## config.mk

```make
export PLATFORM = sky130hd
export DESIGN_NAME = flash_ovl_regs
export DESIGN_NICKNAME = d
export VERILOG_FILES = /design/src/hw/flash_ovl_pkg.sv /design/src/hw/ovl_map.sv /design/src/hw/flash_ovl_regs.sv
export SDC_FILE = /design/constraint.sdc
export NUM_CORES = 1
export LEC_CHECK = 0
export BUFFER_PORTS_ARGS = -buffer_cell sky130_fd_sc_hd__buf_2
export CORE_MARGIN = 5
export CORE_UTILIZATION = 30
export CTS_CLUSTER_DIAMETER = 50
export DETAILED_ROUTE_END_ITERATION = 10
export MAX_ROUTING_LAYER = met4
export PLACE_DENSITY = 0.64
export SLEW_MARGIN = 20
export SYNTH_ARGS = -nofsm -noshare
export SYNTH_HDL_FRONTEND = slang
export SYNTH_SLANG_ARGS = --single-unit
```

## constraint.sdc

```tcl
create_clock -name SYS_CLK -period 1.3 [get_ports SYS_CLK]
set_input_delay 0.195 -clock SYS_CLK [delete_from_list [all_inputs] [get_ports SYS_CLK]]
set_output_delay 0.195 -clock SYS_CLK [all_outputs]
set_load 0.005 [all_outputs]
```

## src/hw/flash_ovl_pkg.sv

```systemverilog
// Constants for the flash overlay and vector redirect register bank.
// Assumes an 8-bit register port and a 24-bit processor address.
package flash_ovl_pkg;
   localparam int ADDR_W = 24;
   localparam int REG_AW = 4;

   // Register offsets (chosen, no offsets are given)
   localparam logic [3:0] OFF_OVL_SEL   = 4'h0;
   localparam logic [3:0] OFF_VEC_CTRL  = 4'h1;
   localparam logic [3:0] OFF_VEC_B3    = 4'h2;
   localparam logic [3:0] OFF_VEC_B2    = 4'h3;
   localparam logic [3:0] OFF_VEC_B1    = 4'h4;
   localparam logic [3:0] OFF_VEC_B0    = 4'h5;
   localparam logic [3:0] OFF_ERASE_ST  = 4'h6;
   localparam logic [3:0] OFF_IRQ_STAT  = 4'h7;
   localparam logic [3:0] OFF_IRQ_EN    = 4'h8;
   localparam logic [3:0] OFF_IRQ_CLR   = 4'h9;

   // Field positions
   localparam int OVL_EN_BIT    = 3;
   localparam int OVL_SEL_LSB   = 0;
   localparam int OVL_SEL_W     = 3;
   localparam int REDIR_EN_BIT  = 7;
   localparam int FAIL_BIT      = 0;
   localparam int IRQ_DONE_BIT  = 0;
   localparam int IRQ_FAIL_BIT  = 1;
   localparam int IRQ_W         = 2;

   // Reset values
   localparam logic [7:0]  OVL_SEL_RST  = 8'h00;
   localparam logic [7:0]  VEC_CTRL_RST = 8'h00;
   localparam logic [31:0] VEC_ADDR_RST = 32'h0000_0000;

   // Address map
   localparam logic [23:0] RAM_WIN_BASE  = 24'hFF_D000;
   localparam logic [23:0] FLASH_BASE    = 24'h00_0000;
   localparam int          BLOCK_BITS    = 12;
   localparam logic [23:0] NMI_VEC_ADDR  = 24'h00_001C;
endpackage : flash_ovl_pkg

```

## src/hw/ovl_map.sv

```systemverilog
// Address remap for the RAM overlay.
// Assumes the processor address is stable in the cycle it is presented.
`timescale 1ns/1ps
module ovl_map
   import flash_ovl_pkg::*;
#(
   parameter int AW = ADDR_W
) (
   // Control
   input  wire logic          ovl_on,
   input  wire logic [2:0]    blk_sel,
   // Address
   input  wire logic [AW-1:0] addr_in,
   output logic      [AW-1:0] addr_out,
   output logic               hit
);
   logic [AW-1:0] blk_base;

   always_comb begin
      blk_base = AW'(FLASH_BASE)
         | (AW'(blk_sel) << BLOCK_BITS);
      hit      = ovl_on && (addr_in[AW-1:BLOCK_BITS]
                 == blk_base[AW-1:BLOCK_BITS]);
      // Offset inside the block is kept
      addr_out = hit ? (AW'(RAM_WIN_BASE)
         | {{(AW-BLOCK_BITS){1'b0}}, addr_in[BLOCK_BITS-1:0]})
         : addr_in;
   end
endmodule : ovl_map

```

## src/hw/flash_ovl_regs.sv

```systemverilog
// Register bank: RAM overlay select, NMI vector redirect, erase flag.
// Assumes synchronous register strobes; reset covers power-on and
// hardware standby, software standby leaves the clock gated only.
//
// Function
// - erase outcome flag bit0, one means error
// - overlay select cleared by reset, kept otherwise
// - reserved bits read zero, written zero
// - overlay enable sets emulation, protects boot array
// - overlay off: no emulation, no protection
// - block select n picks block n*4096
// - redirect control cleared by reset
// - redirect off: vector from low memory
// - redirect on: vector from vector register
// - 32-bit vector register cleared by reset
// - four byte registers map vector bytes
//
// Decided for this implementation: the register addresses and the address-and-strobe port.
`timescale 1ns/1ps
module flash_ovl_regs
   import flash_ovl_pkg::*;
#(
   parameter int AW = ADDR_W
) (
   // Clock and reset
   input  wire logic          SYS_CLK,
   input  wire logic          ARST_N,
   // Register port
   input  wire logic [3:0]    REG_ADDR,
   input  wire logic [7:0]    REG_WDATA,
   input  wire logic          REG_WR,
   input  wire logic          REG_RD,
   output logic      [7:0]    REG_RDATA,
   // Erase sequencer result
   input  wire logic          ERASE_DONE,
   input  wire logic          ERASE_FAILED,
   // Processor address path
   input  wire logic [AW-1:0] CPU_ADDR,
   output logic      [AW-1:0] MAPPED_ADDR,
   output logic               OVL_HIT,
   // Flash control
   output logic               EMUL_ON,
   output logic               BOOT_PROTECT,
   // NMI vector source
   output logic               VEC_FROM_REG,
   output logic      [31:0]   NMI_VECTOR,
   output logic      [AW-1:0] NMI_VEC_FETCH_ADDR,
   // Interrupt
   output logic               IRQ
);
   // The remap and the fixed vector slot need at least 24 address bits
   if (AW < ADDR_W || AW > 32) begin : g_bad_aw
      $error("AW out of range");
   end

   logic [3:0]        ovl_sel_r,   ovl_sel_nxt;
   logic              redir_en_r,  redir_en_nxt;
   logic [31:0]       vec_r,       vec_nxt;
   logic              fail_r,      fail_nxt;
   logic [IRQ_W-1:0]  irq_st_r,    irq_st_nxt;
   logic [IRQ_W-1:0]  irq_en_r,    irq_en_nxt;
   logic [7:0]        rdata_r,     rdata_nxt;
   logic              wr_ovl;
   logic              wr_ctrl;
   logic              wr_clr;
   logic              wr_en;

   always_comb begin
      wr_ovl  = REG_WR && (REG_ADDR == OFF_OVL_SEL);
      wr_ctrl = REG_WR && (REG_ADDR == OFF_VEC_CTRL);
      wr_clr  = REG_WR && (REG_ADDR == OFF_IRQ_CLR);
      wr_en   = REG_WR && (REG_ADDR == OFF_IRQ_EN);

      ovl_sel_nxt  = ovl_sel_r;
      redir_en_nxt = redir_en_r;
      vec_nxt      = vec_r;
      fail_nxt     = fail_r;
      irq_en_nxt   = irq_en_r;

      if (wr_ovl) begin
         ovl_sel_nxt = REG_WDATA[3:0];
      end
      if (wr_ctrl) begin
         redir_en_nxt = REG_WDATA[REDIR_EN_BIT];
      end
      if (REG_WR) begin
         case (REG_ADDR)
            OFF_VEC_B3: vec_nxt[31:24] = REG_WDATA;
            OFF_VEC_B2: vec_nxt[23:16] = REG_WDATA;
            OFF_VEC_B1: vec_nxt[15:8]  = REG_WDATA;
            OFF_VEC_B0: vec_nxt[7:0]   = REG_WDATA;
            default: ;
         endcase
      end
      if (wr_en) begin
         irq_en_nxt = REG_WDATA[IRQ_W-1:0];
      end
      // Flag stays writable; a sequencer result overrides the write
      if (REG_WR && REG_ADDR == OFF_ERASE_ST) begin
         fail_nxt = REG_WDATA[FAIL_BIT];
      end
      if (ERASE_DONE) begin
         fail_nxt = ERASE_FAILED;
      end

      // Set wins over a clear in the same cycle
      irq_st_nxt = irq_st_r;
      if (wr_clr) begin
         irq_st_nxt = irq_st_r & ~REG_WDATA[IRQ_W-1:0];
      end
      irq_st_nxt[IRQ_DONE_BIT] = irq_st_nxt[IRQ_DONE_BIT] | ERASE_DONE;
      irq_st_nxt[IRQ_FAIL_BIT] = irq_st_nxt[IRQ_FAIL_BIT]
                                 | (ERASE_DONE & ERASE_FAILED);

      rdata_nxt = 8'h00;
      if (REG_RD) begin
         case (REG_ADDR)
            OFF_OVL_SEL:  rdata_nxt = {4'h0, ovl_sel_r};
            OFF_VEC_CTRL: rdata_nxt = {redir_en_r, 7'h00};
            OFF_VEC_B3:   rdata_nxt = vec_r[31:24];
            OFF_VEC_B2:   rdata_nxt = vec_r[23:16];
            OFF_VEC_B1:   rdata_nxt = vec_r[15:8];
            OFF_VEC_B0:   rdata_nxt = vec_r[7:0];
            OFF_ERASE_ST: rdata_nxt = {7'h00, fail_r};
            OFF_IRQ_STAT: rdata_nxt = {6'h00, irq_st_r};
            OFF_IRQ_EN:   rdata_nxt = {6'h00, irq_en_r};
            default:      rdata_nxt = 8'h00;
         endcase
      end
   end

   // Reset here stands for power-on and hardware standby alike
   always_ff @(posedge SYS_CLK or negedge ARST_N) begin
      if (!ARST_N) begin
         ovl_sel_r  <= OVL_SEL_RST[3:0];
         redir_en_r <= VEC_CTRL_RST[REDIR_EN_BIT];
         vec_r      <= VEC_ADDR_RST;
         fail_r     <= 1'b0;
         irq_st_r   <= '0;
         irq_en_r   <= '0;
         rdata_r    <= 8'h00;
      end else begin
         ovl_sel_r  <= ovl_sel_nxt;
         redir_en_r <= redir_en_nxt;
         vec_r      <= vec_nxt;
         fail_r     <= fail_nxt;
         irq_st_r   <= irq_st_nxt;
         irq_en_r   <= irq_en_nxt;
         rdata_r    <= rdata_nxt;
      end
   end

   ovl_map #(
      .AW (AW)
   ) u_map (
      .ovl_on   (ovl_sel_r[OVL_EN_BIT]),
      .blk_sel  (ovl_sel_r[OVL_SEL_LSB +: OVL_SEL_W]),
      .addr_in  (CPU_ADDR),
      .addr_out (MAPPED_ADDR),
      .hit      (OVL_HIT)
   );

   always_comb begin
      REG_RDATA    = rdata_r;
      EMUL_ON      = ovl_sel_r[OVL_EN_BIT];
      BOOT_PROTECT = ovl_sel_r[OVL_EN_BIT];
      VEC_FROM_REG = redir_en_r;
      NMI_VECTOR   = vec_r;
      // Fixed low-memory vector slot used while redirect is off
      NMI_VEC_FETCH_ADDR = AW'(NMI_VEC_ADDR);
      IRQ          = |(irq_st_r & irq_en_r);
   end
endmodule : flash_ovl_regs

```

# Word level (Yosys, flattened, before mapping)
# Index checks and enable logic that the tools add are counted.
# word_totals
word_cells	45
out_inout_bits	93
regBits	50
# classes
reduce_logical	13
bitwise	6
n_eq_ne	10
mux	6
# ops
op	count
8-bit case mux with 9 select lines	1
24-bit 2-to-1 mux	1
4-bit by 3-bit equality test with 1-bit output (second input constant)	4
12-bit by 3-bit equality test with 1-bit output	1
4-bit by 2-bit equality test with 1-bit output (second input constant)	2
4-bit equality test (second input constant)	2
8-bit 2-to-1 mux	1
2-bit AND reduction	4
1-bit logical AND	6
2-bit bitwise AND	2
4-bit by 1-bit equality test with 1-bit output (second input constant)	1
4-bit logical NOT	1
1-bit 2-to-1 mux	2
2-bit 2-to-1 mux	1
2-bit NOT	1
1-bit bitwise OR	2
2-bit nonzero test	1
2-bit OR reduction	1
1-bit bitwise AND	1

# Logic depth before layout (Yosys ltp)
# depth
depth_word	4
mapped_depth	5
depth_no_buf	3

# Modules after synthesis
# A second synthesis with hierarchy kept.
# unflattened
hier_cells	236
area_unflattened_um2	2857.7
# modules_own_cells
mod	seq_area_each_um2	cells_per_inst	instances	area_each_um2
flash_ovl_regs	1251.2	200	1	2553.7
ovl_map	0.0	36	1	304.0

# Least setup slack after synthesis
# OpenSTA, ideal clock, no wires.
# synth_timing
path_type	register to output
from	register ovl_sel_r[3]
to	output port MAPPED_ADDR[14]
setup_slack_ps	-74
arrival_time_ps	1179
path_stages_with_launch	5
path_cell_list	dfrtp_1 nor4b_1 nand4_1 clkbuf_1 o21bai_1
# synth_between
elab_chain_len	2
# synth_lines
element	line	rtl
start, declared	flash_ovl_regs.sv:56	logic [3:0] ovl_sel_r, ovl_sel_nxt;
start signal, assigned	flash_ovl_regs.sv:135	ovl_sel_r <= OVL_SEL_RST[3:0];
start signal, assigned	flash_ovl_regs.sv:143	ovl_sel_r <= ovl_sel_nxt;
1-bit logical AND	ovl_map.sv:22	hit = ovl_on && (addr_in[AW-1:BLOCK_BITS]
24-bit 2-to-1 mux	ovl_map.sv:25	addr_out = hit ? (AW'(RAM_WIN_BASE)
end, declared	flash_ovl_regs.sv:39	output logic [AW-1:0] MAPPED_ADDR,
# No other way between the ends.

# Final worst setup path
# layout_timing
from	register ovl_sel_r[3]
to	output port MAPPED_ADDR[13]
# The elaborated chain is that of the path after synthesis.

==> impl_metrics.py <==
metrics = {
    "finish": {
        "final_cell_mix": "buf_2, dfrtp_1, mux2_2",
        "nNetsFinal": 383,
        "area_growth_pct": 27.7,
        "layout.cells.most_common": "buf_2",
        "final_util_pct": 38.7,
        "fillers": 929,
        "multi_input_area_um2": 1270,
        "drive_gt1_share_pct": 52.0,
        "regArea_um2": 1250,
        "diodes": 0,
        "fin_area_um2": 3520,
    },
    "drt": {
        "vias": 2105,
        "drc_errors": 0,
        "post_drt_wl_per_cell_um": 16.4,
        "avgViaCountPerCell": 4.65,
        "ant_nets": 0,
        "drt-total-wl_um": 7440,
        "drt-initial-drc-count": 90,
        "dr.pass1.iters": 4,
    },
    "synth": {
        "synth_seq_cells": 50,
        "yosysWarnings": 0,
        "ys.flop_type": "dfrtp_1",
        "synth_top_area_share_pct": 45.4,
        "netlist_area_um2": 2760,
        "avgSynthCellArea_um2": 11.7,
        "synthArstFlopShare_pct": 100,
        "synth.distinct_cells": 44,
        "syn_inst": 236,
        "synth-edff-count": 0,
        "synth_top_area_cell": "dfrtp_1",
        "ys_top_cells_by_area": "dfrtp_1, mux2_2, buf_4, mux2_1, o21bai_1",
        "ys_seq_area_share_pct": 45.4,
    },
    "critical_path": {
        "slowest_delay_ns": 0.37,
        "reg2reg_depth": 4,
        "cp_top_family": "flip-flops",
        "crit_path_top_delay_cell": "dfrtp_1",
        "path_cells": "nor4b_4 > nand4_1 > buf_6 > o21a_1 > buf_2",
        "criticalPathCategory": "register to output pin",
        "cp_max_fo": 13,
        "critPathLaunchType": "register",
        "critPathArrivalTime_ns": 1.49,
        "path_buf_inv": 2,
        "r2r_end": "REG_RDATA[3]",
        "cp.required_ns": 1.11,
        "r2r-start": "ovl_sel_r[3]",
        "startpoint": "ovl_sel_r[3]",
        "cp-end-kind": "output pin",
        "r2r_slack_ns": 0.02,
    },
    "timing": {
        "period_needed_ns": 1.68,
        "setup-tns-final_ns": -4.45,
        "grt_setup_unrepaired": "yes",
        "fmax_mhz": 594,
        "hold_viol": 0,
        "fin_skew_ns": 0.00829,
        "fin_ws_ns": -0.383,
        "finalSetupViolations": 13,
        "slew_violations": 0,
        "finalCritPeriodShare_pct": 129,
    },
    "placed_design": {
        "place_congestion": 0.836,
        "dp_hpwl_um": 5820,
        "port_buffers": 86,
        "placed_cell_area_um2": 3350,
    },
    "floorplanning": {
        "start_util_pct": 30.3,
        "io_pins": 135,
        "dieArea_um2": 11200,
        "num_rows": 35,
        "chipHeight_um": 106,
        "dieWidth_um": 106,
        "core_um2": 9110,
    },
    "grt": {
        "overflow": 0,
        "grt_pass1_wl_um": 11800,
        "grt_pass1_vias": 2239,
        "antenna_found_initial": 0,
        "track_usage_pct": 13.6,
        "grt_max_degree": 51,
    },
    "outcome": {
        "failed_checks": "setup timing",
        "outcome": "finished with violations",
    },
    "power_and_ir_drop": {
        "power.density_nw_per_um2": 1260,
        "leakage_nw": 1.72,
        "max-vdd-ir-drop_mv": 0.856,
    },
    "clock_tree": {
        "cts_tree": "yes",
        "cts_root_buf": "clkbuf_8",
        "clock-sinks": 50,
        "h-tree-depth": 2,
        "numCtsBuffers": 5,
        "clock_latency_ns": 0.31,
        "cts_buffer_depth": 2,
        "clk_pin_slew_ns": 0.10,
    },
    "hold_path": {
        "min_path_type": "input port to register",
        "min-delay-start": "ERASE_DONE",
        "min_to": "irq_st_r[0]",
        "min_path_cells": 2,
    },
    "job": {
        "drv_cap": 0,
    },
}
worst max path at each step:
stage	cells past startpoint	slack [ns]	to
detailed placement	6	-0.13	MAPPED_ADDR[13]
global placement	5	-0.08	NMI_VECTOR[5]
finish	5	-0.38	MAPPED_ADDR[13]
CTS	5	-0.42	MAPPED_ADDR[13]
floorplan	5	0.005	NMI_VECTOR[24]
global route	5	-0.48	MAPPED_ADDR[20]
timing repair:
item	4_1_cts	5_1_grt
pin swaps	1	2
endpoints found under the setup margin	15	15
setup buffers	1	3
resized for setup	2	1
hold buffers	1	0
endpoints found under the hold margin	50	0
cells in the mapped netlist (all sizes together), types with 3 or more instances:
master,instances
dfrtp,50
buf,46
mux2,46
o21bai,11
nand2,9
nor2,8
mux2i,7
nand3,4
o22a,4
a31oi,3
and2,3
nor2b,3
nor3b,3
xnor2,3
worst reg2reg max path, stage by stage, from the launching register on:
cell and delay, ns:
dfrtp_1 0.40, buf_4 0.16, mux2_2 0.26, a222oi_1 0.29, nor2_1 0.07
per-stage QoR:
| stage | hold WS, ns | power, mW | setup slack, ns | instances |
|---|---|---|---|---|
| CTS | 0.0991 | 4.49 | -0.418 | 450 |
| global route | 0.0991 | 4.73 | -0.480 | 453 |
| global placement | 0.202 | 3.28 | -0.0792 | 440 |
| detailed placement | 0.207 | 3.31 | -0.128 | 440 |
| finish | 0.111 | 4.45 | -0.383 | 453 |
| floorplan | -0.101 | 2.73 | 0.00542 | 258 |
power breakdown:
part           switching [mW]  total [mW]  internal (mW)
logic                   0.528        1.24          0.712
clock network           0.552        1.14          0.587
registers               0.216        2.07           1.85
total                    1.30        4.45           3.15
per-layer routing:
layer / GRT usage (%) / share of wire, % / vias up
li1: - / - / 980
met5: - / 0 / -
met3: 3.74 / 8.3 / 10
met4: 2.50 / 0.91 / 0
met2: 23.0 / 49 / 100
met1: 16.4 / 41 / 1015
flip-flops by register name, indices dropped and copies added (netlist names):
name and cells:
NMI_VECTOR 32, VEC_FROM_REG 1, ovl_sel_r 4, REG_RDATA 8, irq_en_r 2, irq_st_r 2
fail_r 1
cell families (layout without fill, tap and decap cells):
kind of cell	after synthesis	in the layout	share of synthesized area, %
compound gates	32	32	8.71
xor+xnor	3	3	0.953
buf+inv	50	134	12.5
flops	50	50	45.4
mux	54	54	22.1
other cells	2	24	0.272
simple gates	45	45	10.0
cell type report:
class,instances,share of cell area (%)
clock inverters,3,1.39
flip-flops and latches,50,35.5
inverters,2,0.213
clock buffers,5,1.95
well taps,111,3.94
repair buffers,124,20.9
multi-input cells,158,36.1
Power figures use the tool's default switching activity.
